--- config.mk ---
export PLATFORM = sky130hd
export DESIGN_NAME = mld_host_flat
export DESIGN_NICKNAME = d
export VERILOG_FILES = /design/src/rtl/mld_pkg.sv /design/src/rtl/mld_if.sv /design/src/rtl/mld_host.sv /design/src/flat_wrapper.sv
export SDC_FILE = /design/constraint.sdc
export NUM_CORES = 1
export LEC_CHECK = 0
export BUFFER_PORTS_ARGS = -buffer_cell sky130_fd_sc_hd__buf_2
export CORE_MARGIN = 4
export CORE_UTILIZATION = 50
export CTS_CLUSTER_DIAMETER = 200
export DETAILED_ROUTE_END_ITERATION = 8
export GPL_TIMING_DRIVEN = 1
export PLACE_DENSITY = 0.83
export SLEW_MARGIN = 20
export SYNTH_ARGS = -nofsm -noshare
export SYNTH_HDL_FRONTEND = slang
export SYNTH_SLANG_ARGS = --single-unit
--- constraint.sdc ---
create_clock -name MCLK_I -period 16.03 [get_ports MCLK_I]
set_input_delay 1.603 -clock MCLK_I [delete_from_list [all_inputs] [get_ports MCLK_I]]
set_output_delay 1.603 -clock MCLK_I [all_outputs]
set_load 0.05 [all_outputs]
--- src/rtl/mld_pkg.sv ---
// Constants, encodings and register layouts of the MPLS action decoder
//==============================================================
// Overview of operation
// - TC selector picks entry 0-2, 3 keeps
// - TTL selector picks entry 0-2, 3 keeps
// - Label depth counts from top, range 0-2
// - Skipped reserved labels excluded from depth count
// - Forwarding kind decoded: none, pw, swap, pop, control pdu
// - Kind none: no action, depth ignored
// - Pw: depth at pw label, offset set
// - Pw: next header cw or eth, strip set
// - Pw: channel kind limited to 0-4
// - Swap at depth, pop entries above it
// - Swap: offset, depth, strip, next header mpls
// - Swap: no oam detect, redirect allowed
// - Pop: offset past labels, depth, strip set
// - Pop: next header mpls, or cw
// - Pop: channel kind limited to 0, 5, 6
// - Control pdu: channel kind becomes pdu kind
// - Control pdu_position select keeps or repoints
// - Control pdu coded 4, bypasses post-processing
package mld_pkg;

  //==============================================================
  // Field widths and limits
  localparam int          TC_W          = 3;
  localparam int          TTL_W         = 8;
  localparam int          POS_W         = 8;
  localparam int          LSE_N         = 3;
  localparam logic [1:0]  DEPTH_MAX     = 2'h2;
  localparam logic [1:0]  SEL_KEEP      = 2'h3;
  localparam logic [7:0]  TTL_EXPIRE    = 8'h01;
  localparam logic [2:0]  OAM_PW_MAX    = 3'h4;
  localparam logic [2:0]  OAM_LSP_BELOW = 3'h5;
  localparam logic [2:0]  OAM_LSP_AT    = 3'h6;

  //==============================================================
  // Encodings
  typedef enum logic [3:0] {
    FWD_NONE     = 4'h0,
    FWD_PW_TERM  = 4'h1,
    FWD_EXCHANGE = 4'h2,
    FWD_REMOVE   = 4'h3,
    FWD_CONTROL_PDU_FORWARD = 4'h4
  } mld_fwd_e;

  typedef enum logic [1:0] {
    PSEL_KEEP = 2'h0,
    PSEL_ETH  = 2'h1,
    PSEL_IP   = 2'h2,
    PSEL_DIFF = 2'h3
  } mld_psel_e;

  typedef enum logic [1:0] {
    NH_ETH  = 2'h0,
    NH_CW   = 2'h1,
    NH_MPLS = 2'h2
  } mld_nh_e;

  //==============================================================
  // Register map, byte addresses
  localparam logic [4:0] REG_CTRL   = 5'h00;
  localparam logic [4:0] REG_ACTION = 5'h04;
  localparam logic [4:0] REG_STACK  = 5'h08;
  localparam logic [4:0] REG_FRAME  = 5'h0C;
  localparam logic [4:0] REG_POS    = 5'h10;
  localparam logic [4:0] REG_RESULT = 5'h14;

  // Layouts, most significant field first
  typedef struct packed {
    logic [4:0] rsvd;
    logic       off_is32;
    logic [7:0] next_offset;
    logic [1:0] next_header_kind;
    logic       strip_headers_flag;
    logic [1:0] pdu_position_select;
    logic [2:0] oam_channel_kind;
    logic [3:0] forwarding_kind;
    logic [1:0] valid_label_depth;
    logic [1:0] ttl_source_select;
    logic [1:0] tc_source_select;
  } mld_action_s;

  typedef struct packed {
    logic [4:0]  rsvd;
    logic        rsvd_seen;
    logic [1:0]  lse_cnt;
    logic [23:0] lse_ttl;
  } mld_stack_s;

  typedef struct packed {
    logic [3:0] rsvd;
    logic [7:0] cur_pos;
    logic [7:0] in_ttl;
    logic [2:0] in_tc;
    logic [8:0] lse_tc;
  } mld_frame_s;

  typedef struct packed {
    logic       cfg_err;
    logic       bypass;
    logic [7:0] pdu_position;
    logic [2:0] pdu_kind;
    logic       cpu_redirect;
    logic       oam_detect;
    logic       pw_term;
    logic [1:0] swap_pos;
    logic       swap_en;
    logic [1:0] pop_cnt;
    logic [7:0] out_ttl;
    logic [2:0] out_tc;
  } mld_result_s;

endpackage : mld_pkg

--- src/rtl/mld_if.sv ---
// Link between the action record source and the MPLS action decoder
`timescale 1ns/10ps
interface mld_if;
  import mld_pkg::*;

  // Record and frame facts, record source to decoder
  logic        req_vld;
  logic [1:0]  tc_source_select;
  logic [1:0]  ttl_source_select;
  logic [1:0]  valid_label_depth;
  logic [3:0]  forwarding_kind;
  logic [2:0]  oam_channel_kind;
  logic [1:0]  pdu_position_select;
  logic [1:0]  lse_cnt;
  logic [8:0]  lse_tc;
  logic [23:0] lse_ttl;
  logic [2:0]  in_tc;
  logic [7:0]  in_ttl;
  logic        rsvd_seen;
  logic [7:0]  cur_pos;
  logic [7:0]  eth_pos;
  logic [7:0]  ip_pos;
  logic [7:0]  norm_pos;
  logic [7:0]  raw_pos;
  // Decoded result, decoder to record source
  logic        rsp_vld;
  mld_result_s rsp;

  modport dev (
    input  req_vld, tc_source_select, ttl_source_select, valid_label_depth,
    input  forwarding_kind, oam_channel_kind, pdu_position_select, lse_cnt,
    input  lse_tc, lse_ttl, in_tc, in_ttl, rsvd_seen, cur_pos, eth_pos,
    input  ip_pos, norm_pos, raw_pos,
    output rsp_vld, rsp
  );

  modport host (
    output req_vld, tc_source_select, ttl_source_select, valid_label_depth,
    output forwarding_kind, oam_channel_kind, pdu_position_select, lse_cnt,
    output lse_tc, lse_ttl, in_tc, in_ttl, rsvd_seen, cur_pos, eth_pos,
    output ip_pos, norm_pos, raw_pos,
    input  rsp_vld, rsp
  );
endinterface : mld_if

--- src/rtl/mld_host.sv ---
// Action record source: checks a software record and hands it to the decoder
//
// Register access over Avalon-MM and the register addresses were left to the implementer.
`timescale 1ns/10ps
module mld_host
  import mld_pkg::*;
(
  // Clock and reset
  input  wire logic        MCLK_I,
  input  wire logic        RST_I,
  // Avalon-MM slave
  input  wire logic [4:0]  AVS_ADDRESS_I,
  input  wire logic        AVS_READ_I,
  input  wire logic        AVS_WRITE_I,
  input  wire logic [31:0] AVS_WRITEDATA_I,
  input  wire logic [3:0]  AVS_BYTEENABLE_I,
  output logic      [31:0] AVS_READDATA_O,
  output logic             AVS_WAITREQUEST_O,
  // Record link
  mld_if.host              LINK
);

  typedef enum logic [1:0] {ST_IDLE, ST_ISSUE, ST_WAIT} mld_hst_e;

  typedef struct packed {
    mld_hst_e    fsm;
    logic        issue;
    logic        ack;
    logic [31:0] rdata;
    logic        done;
    logic        refused;
    mld_action_s act;
    mld_stack_s  stk;
    mld_frame_s  frm;
    logic [31:0] pos;
    mld_result_s res;
  } mld_hst_s;

  mld_hst_s    st_ff;
  mld_hst_s    nxt_st;
  logic [31:0] wmask;
  logic        acc;
  logic        legal;
  mld_action_s a;

  assign wmask = {{8{AVS_BYTEENABLE_I[3]}}, {8{AVS_BYTEENABLE_I[2]}},
                  {8{AVS_BYTEENABLE_I[1]}}, {8{AVS_BYTEENABLE_I[0]}}};
  // One access in flight; ack drops waitrequest for exactly one cycle
  assign acc   = (AVS_READ_I | AVS_WRITE_I) & ~st_ff.ack;
  assign a     = st_ff.act;

  //==============================================================
  // Record check
  always_comb begin
    legal = 1'b1;
    if ((a.forwarding_kind == FWD_PW_TERM) || (a.forwarding_kind == FWD_EXCHANGE) ||
        (a.forwarding_kind == FWD_REMOVE)) begin
      if (a.valid_label_depth > DEPTH_MAX) legal = 1'b0;
      if (a.next_offset == 8'h00) legal = 1'b0;
      if (!a.strip_headers_flag) legal = 1'b0;
    end
    case (mld_fwd_e'(a.forwarding_kind))
      FWD_NONE, FWD_CONTROL_PDU_FORWARD: begin
      end
      FWD_PW_TERM: begin
        if (a.next_header_kind == NH_MPLS) legal = 1'b0;
        if (a.oam_channel_kind > OAM_PW_MAX) legal = 1'b0;
      end
      FWD_EXCHANGE: begin
        if (a.next_header_kind != NH_MPLS) legal = 1'b0;
      end
      FWD_REMOVE: begin
        if (a.next_header_kind == NH_ETH) legal = 1'b0;
        if ((a.oam_channel_kind != 3'h0) && (a.oam_channel_kind != OAM_LSP_BELOW) &&
            (a.oam_channel_kind != OAM_LSP_AT)) legal = 1'b0;
      end
      default: begin
        legal = 1'b0;
      end
    endcase
  end

  //==============================================================
  // Next state
  always_comb begin
    nxt_st     = st_ff;
    nxt_st.ack = acc;
    if (acc && AVS_READ_I) begin
      case (AVS_ADDRESS_I)
        REG_CTRL:   nxt_st.rdata = {29'h0, st_ff.refused, st_ff.done,
                                    st_ff.fsm != ST_IDLE};
        REG_ACTION: nxt_st.rdata = st_ff.act;
        REG_STACK:  nxt_st.rdata = st_ff.stk;
        REG_FRAME:  nxt_st.rdata = st_ff.frm;
        REG_POS:    nxt_st.rdata = st_ff.pos;
        REG_RESULT: nxt_st.rdata = st_ff.res;
        default:    nxt_st.rdata = 32'h0;
      endcase
    end
    // Record registers are frozen while a record is out on the link
    // Writes land at the edge that ends the wait, not when first seen
    if (st_ff.ack && AVS_WRITE_I && (st_ff.fsm == ST_IDLE)) begin
      case (AVS_ADDRESS_I)
        REG_CTRL: begin
          if (AVS_WRITEDATA_I[0] && AVS_BYTEENABLE_I[0]) begin
            nxt_st.done    = 1'b0;
            nxt_st.refused = !legal;
            nxt_st.fsm     = legal ? ST_ISSUE : ST_IDLE;
          end
        end
        REG_ACTION: nxt_st.act = (st_ff.act & ~wmask) | (AVS_WRITEDATA_I & wmask);
        REG_STACK:  nxt_st.stk = (st_ff.stk & ~wmask) | (AVS_WRITEDATA_I & wmask);
        REG_FRAME:  nxt_st.frm = (st_ff.frm & ~wmask) | (AVS_WRITEDATA_I & wmask);
        REG_POS:    nxt_st.pos = (st_ff.pos & ~wmask) | (AVS_WRITEDATA_I & wmask);
        default: begin
        end
      endcase
    end
    case (st_ff.fsm)
      ST_ISSUE: nxt_st.fsm = ST_WAIT;
      ST_WAIT: begin
        if (LINK.rsp_vld) begin
          nxt_st.res  = LINK.rsp;
          nxt_st.done = 1'b1;
          nxt_st.fsm  = ST_IDLE;
        end
      end
      default: begin
      end
    endcase
    // Request pulse kept in its own flop so the link sees no decode
    nxt_st.issue = (nxt_st.fsm == ST_ISSUE);
  end

  always_ff @(posedge MCLK_I or posedge RST_I) begin
    if (RST_I) begin
      st_ff <= '0;
    end else begin
      st_ff <= nxt_st;
    end
  end

  //==============================================================
  // Outputs
  assign AVS_READDATA_O         = st_ff.rdata;
  assign AVS_WAITREQUEST_O      = ~st_ff.ack;
  assign LINK.req_vld           = st_ff.issue;
  assign LINK.tc_source_select  = a.tc_source_select;
  assign LINK.ttl_source_select = a.ttl_source_select;
  assign LINK.valid_label_depth = a.valid_label_depth;
  assign LINK.forwarding_kind   = a.forwarding_kind;
  assign LINK.oam_channel_kind  = a.oam_channel_kind;
  assign LINK.pdu_position_select = a.pdu_position_select;
  assign LINK.lse_cnt           = st_ff.stk.lse_cnt;
  assign LINK.lse_ttl           = st_ff.stk.lse_ttl;
  assign LINK.rsvd_seen         = st_ff.stk.rsvd_seen;
  assign LINK.lse_tc            = st_ff.frm.lse_tc;
  assign LINK.in_tc             = st_ff.frm.in_tc;
  assign LINK.in_ttl            = st_ff.frm.in_ttl;
  assign LINK.cur_pos           = st_ff.frm.cur_pos;
  assign LINK.eth_pos           = st_ff.pos[7:0];
  assign LINK.ip_pos            = st_ff.pos[15:8];
  assign LINK.norm_pos          = st_ff.pos[23:16];
  assign LINK.raw_pos           = st_ff.pos[31:24];

endmodule : mld_host

--- src/flat_wrapper.sv ---
// flat-port wrapper written by rule: the top's interface ports become plain ports
module mld_host_flat import mld_pkg::*;
  (MCLK_I, RST_I, AVS_ADDRESS_I, AVS_READ_I, AVS_WRITE_I, AVS_WRITEDATA_I, AVS_BYTEENABLE_I, AVS_READDATA_O, AVS_WAITREQUEST_O, LINK_req_vld, LINK_tc_source_select, LINK_ttl_source_select, LINK_valid_label_depth, LINK_forwarding_kind, LINK_oam_channel_kind, LINK_pdu_position_select, LINK_lse_cnt, LINK_lse_tc, LINK_lse_ttl, LINK_in_tc, LINK_in_ttl, LINK_rsvd_seen, LINK_cur_pos, LINK_eth_pos, LINK_ip_pos, LINK_norm_pos, LINK_raw_pos, LINK_rsp_vld, LINK_rsp);
  mld_if LINK_i ();
  input  wire logic MCLK_I;
  input  wire logic RST_I;
  input  wire logic [4:0] AVS_ADDRESS_I;
  input  wire logic AVS_READ_I;
  input  wire logic AVS_WRITE_I;
  input  wire logic [31:0] AVS_WRITEDATA_I;
  input  wire logic [3:0] AVS_BYTEENABLE_I;
  output logic      [31:0] AVS_READDATA_O;
  output logic AVS_WAITREQUEST_O;
  output wire logic [$bits(LINK_i.req_vld)-1:0] LINK_req_vld;
  output wire logic [$bits(LINK_i.tc_source_select)-1:0] LINK_tc_source_select;
  output wire logic [$bits(LINK_i.ttl_source_select)-1:0] LINK_ttl_source_select;
  output wire logic [$bits(LINK_i.valid_label_depth)-1:0] LINK_valid_label_depth;
  output wire logic [$bits(LINK_i.forwarding_kind)-1:0] LINK_forwarding_kind;
  output wire logic [$bits(LINK_i.oam_channel_kind)-1:0] LINK_oam_channel_kind;
  output wire logic [$bits(LINK_i.pdu_position_select)-1:0] LINK_pdu_position_select;
  output wire logic [$bits(LINK_i.lse_cnt)-1:0] LINK_lse_cnt;
  output wire logic [$bits(LINK_i.lse_tc)-1:0] LINK_lse_tc;
  output wire logic [$bits(LINK_i.lse_ttl)-1:0] LINK_lse_ttl;
  output wire logic [$bits(LINK_i.in_tc)-1:0] LINK_in_tc;
  output wire logic [$bits(LINK_i.in_ttl)-1:0] LINK_in_ttl;
  output wire logic [$bits(LINK_i.rsvd_seen)-1:0] LINK_rsvd_seen;
  output wire logic [$bits(LINK_i.cur_pos)-1:0] LINK_cur_pos;
  output wire logic [$bits(LINK_i.eth_pos)-1:0] LINK_eth_pos;
  output wire logic [$bits(LINK_i.ip_pos)-1:0] LINK_ip_pos;
  output wire logic [$bits(LINK_i.norm_pos)-1:0] LINK_norm_pos;
  output wire logic [$bits(LINK_i.raw_pos)-1:0] LINK_raw_pos;
  input wire logic [$bits(LINK_i.rsp_vld)-1:0] LINK_rsp_vld;
  input wire logic [$bits(LINK_i.rsp)-1:0] LINK_rsp;
  assign LINK_req_vld = LINK_i.req_vld;
  assign LINK_tc_source_select = LINK_i.tc_source_select;
  assign LINK_ttl_source_select = LINK_i.ttl_source_select;
  assign LINK_valid_label_depth = LINK_i.valid_label_depth;
  assign LINK_forwarding_kind = LINK_i.forwarding_kind;
  assign LINK_oam_channel_kind = LINK_i.oam_channel_kind;
  assign LINK_pdu_position_select = LINK_i.pdu_position_select;
  assign LINK_lse_cnt = LINK_i.lse_cnt;
  assign LINK_lse_tc = LINK_i.lse_tc;
  assign LINK_lse_ttl = LINK_i.lse_ttl;
  assign LINK_in_tc = LINK_i.in_tc;
  assign LINK_in_ttl = LINK_i.in_ttl;
  assign LINK_rsvd_seen = LINK_i.rsvd_seen;
  assign LINK_cur_pos = LINK_i.cur_pos;
  assign LINK_eth_pos = LINK_i.eth_pos;
  assign LINK_ip_pos = LINK_i.ip_pos;
  assign LINK_norm_pos = LINK_i.norm_pos;
  assign LINK_raw_pos = LINK_i.raw_pos;
  assign LINK_i.rsp_vld = LINK_rsp_vld;
  assign LINK_i.rsp = LINK_rsp;
  mld_host u_core (.MCLK_I(MCLK_I), .RST_I(RST_I), .AVS_ADDRESS_I(AVS_ADDRESS_I), .AVS_READ_I(AVS_READ_I), .AVS_WRITE_I(AVS_WRITE_I), .AVS_WRITEDATA_I(AVS_WRITEDATA_I), .AVS_BYTEENABLE_I(AVS_BYTEENABLE_I), .AVS_READDATA_O(AVS_READDATA_O), .AVS_WAITREQUEST_O(AVS_WAITREQUEST_O), .LINK(LINK_i));
endmodule
; After elaboration in Yosys (flattened, before gate mapping)
; Cells that the tools add are included.
; W data, S select, Z words.
[op_classes]
order_cmp = 2
n_eq_ne = 16
muxes = 26
bitwise = 13
n_reduce_logical = 23
[op_table]
columns = op, count
row1 = $pmux W32 S6, 1
row2 = $and A32 B32 Y32, 5
row3 = $mux W130, 1
row4 = $mux W32, 4
row5 = $or A32 B32 Y32, 4
row6 = $not A32 Y32, 1
row7 = $mux W1, 12
row8 = $mux W2, 6
row9 = $eq A5 B4 Y1 const B, 2
row10 = $eq A5 B5 Y1 const B, 2
row11 = $reduce_and A2 Y1, 5
row12 = $eq A4 B2 Y1 const B, 2
row13 = $logic_not A8 Y1, 1
row14 = $logic_and A1 B1 Y1, 6
row15 = $ne A3 B3 Y1 const B, 2
row16 = $eq A5 B3 Y1 const B, 1
row17 = $logic_not A5 Y1, 1
row18 = $eq A2 B1 Y1 const B, 2
row19 = $eq A2 B2 Y1 const B, 2
row20 = $eq A4 B1 Y1 const B, 1
row21 = $eq A4 B3 Y1 const B, 1
row22 = $logic_not A2 Y1, 2
row23 = $logic_not A4 Y1, 1
row24 = $pmux W1 S4, 1
row25 = 13 further kinds, 14
[totals]
register_bits = 198
output_inout_bits = 136

; Depth between registers and ports, before layout
[depth]
ltp_word = 15
ltp_mapped = 8
ltp_nobuf = 6

; Worst setup path after synthesis
; OpenSTA, ideal clock, no wires.
[synth_timing]
path_type = in2reg
from = input port AVS_ADDRESS_I[1]
to = register with a tool-made name
t_arrival_ps = 3005
setup_slack_ps = 12900
stages = 5
cell_sequence = or3_1 -> buf_2 -> or2_2 -> nor2_4 -> mux2_2
[synth_rtl]
columns = item, line_no
row1 = from (decl), flat_wrapper.sv:7  ; input wire logic [4:0] AVS_ADDRESS_I;

==> metrics.md <==
| Metric | Value |
|---|---|
| Gpl congestion | 0.820 |
| Cell taking the most area after synthesis | dfrtp_1 |
| WP buf/inv | 2 |
| Data arrival time of the worst path | 4040 ps |
| Library cells used by synthesis | 48 |
| Total grt overflow | 0 |
| Fin crit period | 3730 ps |
| Max rail drop VDD | 0.0000645 V |
| Clock Skew | 8.60 ps |
| Post-synth ARST share | 1.00 |
| Worst Tran Pin Value | 1100 ps |
| Max-Slew Margin vs Limit | 0.262 |
| Die W | 146 µm |
| CTS Root Cell | clkbuf_16 |
| Number of synthesized flops with an enable pin | 0 |
| DR vias/cell | 5.98 |
| Worst EP required | 16,340 ps |
| Final setup vio count | 0 |
| Tcrit/Tclk final | 0.232 |
| Antenna violations before repair | 3 |
| Layout cells sized above 1 | 0.519 |
| Synth area leaders | dfrtp_1 52%, mux2_2 19%, buf_4 11% |
| RSZ-0062 raised after global routing | no |
| Post-DP HPWL | 16.2 mm |
| Die Y-Extent | 146 µm |
| Die footprint | 21,200 µm² |
| Antenna Nets Post-Route | 0 |
| Worst-path clk slew | 80 ps |
| Max-cap violations | 0 |
| Sw frac | 0.318 |
| Pre-antenna DRT Iters | 6 |
| Clock share of power | 0.327 |
| Hold Buf Count CTS | 0 |
| Post-Synthesis Cell Area | 9480 µm² |
| Core outline area | 18,700 µm² |
| Max Clock Freq | 268 MHz |
| H-tree Lvls | 4 |
| P_sw | 0.000412 W |
| Critical path's largest stage delay | 510 ps |
| Post-route insts no fill | 1,058 |
| Final wirelength | 24.1 mm |
| Multi-input gate area | 3360 µm² |
| Total CTS buffers | 17 |
| GRT Util Overall | 0.228 |
| Vias post-DR | 6,331 |
| Area growth, synth to finish | 8.83% |
| P_int | 0.000884 W |
| Crit path max-delay family | simple AND/OR/NAND/NOR gates |
| Most common flop cell mapped by yosys | dfrtp_1 |
| CP Cell Sequence | buf_2, or3_1, nor3b_4, buf_4, and3_1, mux2_2 |
| Min-Delay Path Class | flip-flop to flip-flop |
| Largest net degree at the start of global routing | 133 |
| Register area share after synthesis | 0.523 |
| Count of final hold-check violations | 0 |
| Synth Net Count | 826 |
| # resized after CTS | 0 |
| Comb power frac | 0.193 |
| Slew Viols, Final | 0 |
| TritonCTS clock tree | built |
| Top cell type's share of synthesized area | 0.523 |
| IO Port Bufs | 213 |
| Crit path capture type | flip-flop |
| Synth warn | 0 |
| Buffers inserted by post-CTS timing repair | 0 |
| Flop pwr share | 0.480 |
| Status | complete, no violations |
| Synthesized area per cell | 12.7 µm² |
| Register area | 4950 µm² |
| I/O Pins | 214 |
| # DRC | 0 |
| # rows | 50 |
| Placed cells | 1,025 |
| Iteration-0 DRC Markers | 589 |
| Fin Setup TNS | 0 ps |
| Total clock sinks | 198 |
| WL/cell | 22.8 µm |
| Synthesized flop and latch total | 198 |
| Vias in the first global route | 6,568 |
| First-pass GRT wire length | 38.1 mm |
| Power per cell area | 126 nW/µm² |
| Clock Path Buffers | 2 |
| Fillers | 1,550 |
| CP max FO | 28 |
| Clock Latency Late Sink | 430 ps |
| Startpoint Class | input port |
| Post-Synthesis Cells | 745 |
| Nets@finish | 891 |
| Worst Setup Path Type | input port to flip-flop |
| Worst path slowest cell | or3_1 |
| Leakage dissipation | 5.24 nW |
| Initial Util | 0.507 |
## metal layers
layer / part of all wire / GRT usage / vias up
met5: 0.00087 / 0 / -
met4: 0.019 / 0.0703 / 4
met3: 0.073 / 0.0508 / 37
met2: 0.48 / 0.369 / 280
met1: 0.43 / 0.310 / 3254
li1: - / - / 2756
## worst paths after layout
kind | slack (ps) | end | startpoint | cells after the start
max in group asynchronous | 13320 | asynchronous set/reset pin | RST_I | 3
min | 500 | u_core.AVS_READDATA_O[2]$_DFFE_PP0P_ | u_core.AVS_READDATA_O[2]$_DFFE_PP0P_ | 2
min reg2reg | 500 | u_core.AVS_READDATA_O[2]$_DFFE_PP0P_ | u_core.AVS_READDATA_O[2]$_DFFE_PP0P_ | 2
max | 12300 | flip-flop | AVS_ADDRESS_I[1] | 6
min in group asynchronous | 1320 | u_core.AVS_READDATA_O[29]$_DFFE_PP0P_ | RST_I | 2
max reg2reg | 13410 | u_core.AVS_READDATA_O[22]$_DFFE_PP0P_ | u_core.st_ff[194]$_DFF_PP0_ | 5
## power by group through the flow
stage	logic (W)	registers, W	clock network [W]
3_3_place_gp	0.000245	0.000628	0
6_report	0.000250	0.000623	0.000424
3_5_place_dp	0.000252	0.000631	0
2_1_floorplan	0.000221	0.000614	0
5_1_grt	0.000267	0.000630	0.000454
4_1_cts	0.000253	0.000622	0.000432
## logic make-up after synthesis
logic type | share of synthesized area
xor gates and xnor gates | 0.000924
adders and majority gates | 0.00396
AOI/OAI and AO/OA | 0.112
DFF | 0.523
muxes | 0.193
buffers and inverters | 0.125
and+or+nand+nor | 0.0424
## tightest hold or removal path, delay by kind of cell, from the launching register on
family	cells	cell delay, ps
DFF	1	360
AOI/OAI and AO/OA	1	60
and+or+nand+nor	1	50
## cell usage in the layout, fill, tap and decap left out, drive strengths merged, types with 2 or more instances in the layout
master,n
a21oi,3
a221oi,2
a222oi,30
a22o,31
a22oi,30
and3,6
buf,217
clkbuf,18
clkinv,3
clkinvlp,3
dfrtp,198
ha,3
inv,13
mux2,161
mux2i,2
nand2,16
nand2b,3
nand3,9
nand3b,2
nand4,2
nor2,12
nor3,4
nor4,3
o21ai,33
or3b,2
## cell type report
class	instances	area share
antenna	1	0.000243
tap	234	0.0284
sequential	198	0.480
clock buffer	18	0.0426
inverter	6	0.00291
timing repair buffer	217	0.106
clock inverter	14	0.0135
multi-input combinational	370	0.326
## cell usage after synthesis, types with 2 or more instances
cell and count:
dfrtp_1 198, mux2_2 160, buf_4 135, o21ai_0 33
a22o_1 31, a222oi_1 30, a22oi_1 30, clkbuf_1 18
nand2_1 15, buf_2 11, nor2_1 9, buf_1 7
and3_1 6, inv_1 6, nand3_1 6, a21oi_1 3
ha_1 3, nand2b_1 3, nand3_2 3, nor3_1 3
nor4_1 3, a221oi_1 2, mux2i_1 2, nand3b_1 2
nand4_1 2, nor2_4 2
## through the flow
step / setup WS [ps] / area (µm²) / total power (W) / hold slack [ps] / utilization
3_5_place_dp: 11850 / 9740 / 0.000883 / 474 / 0.521
5_1_grt: 12180 / 10300 / 0.00135 / 522 / 0.552
4_1_cts: 12310 / 10300 / 0.00131 / 492 / 0.551
2_1_floorplan: 9030 / 9480 / 0.000834 / 448 / -
6_report: 12300 / 10300 / 0.00130 / 502 / 0.552
3_3_place_gp: 11850 / 9740 / 0.000873 / 486 / 0.521
No activity file was read; power rests on OpenSTA's default activity.
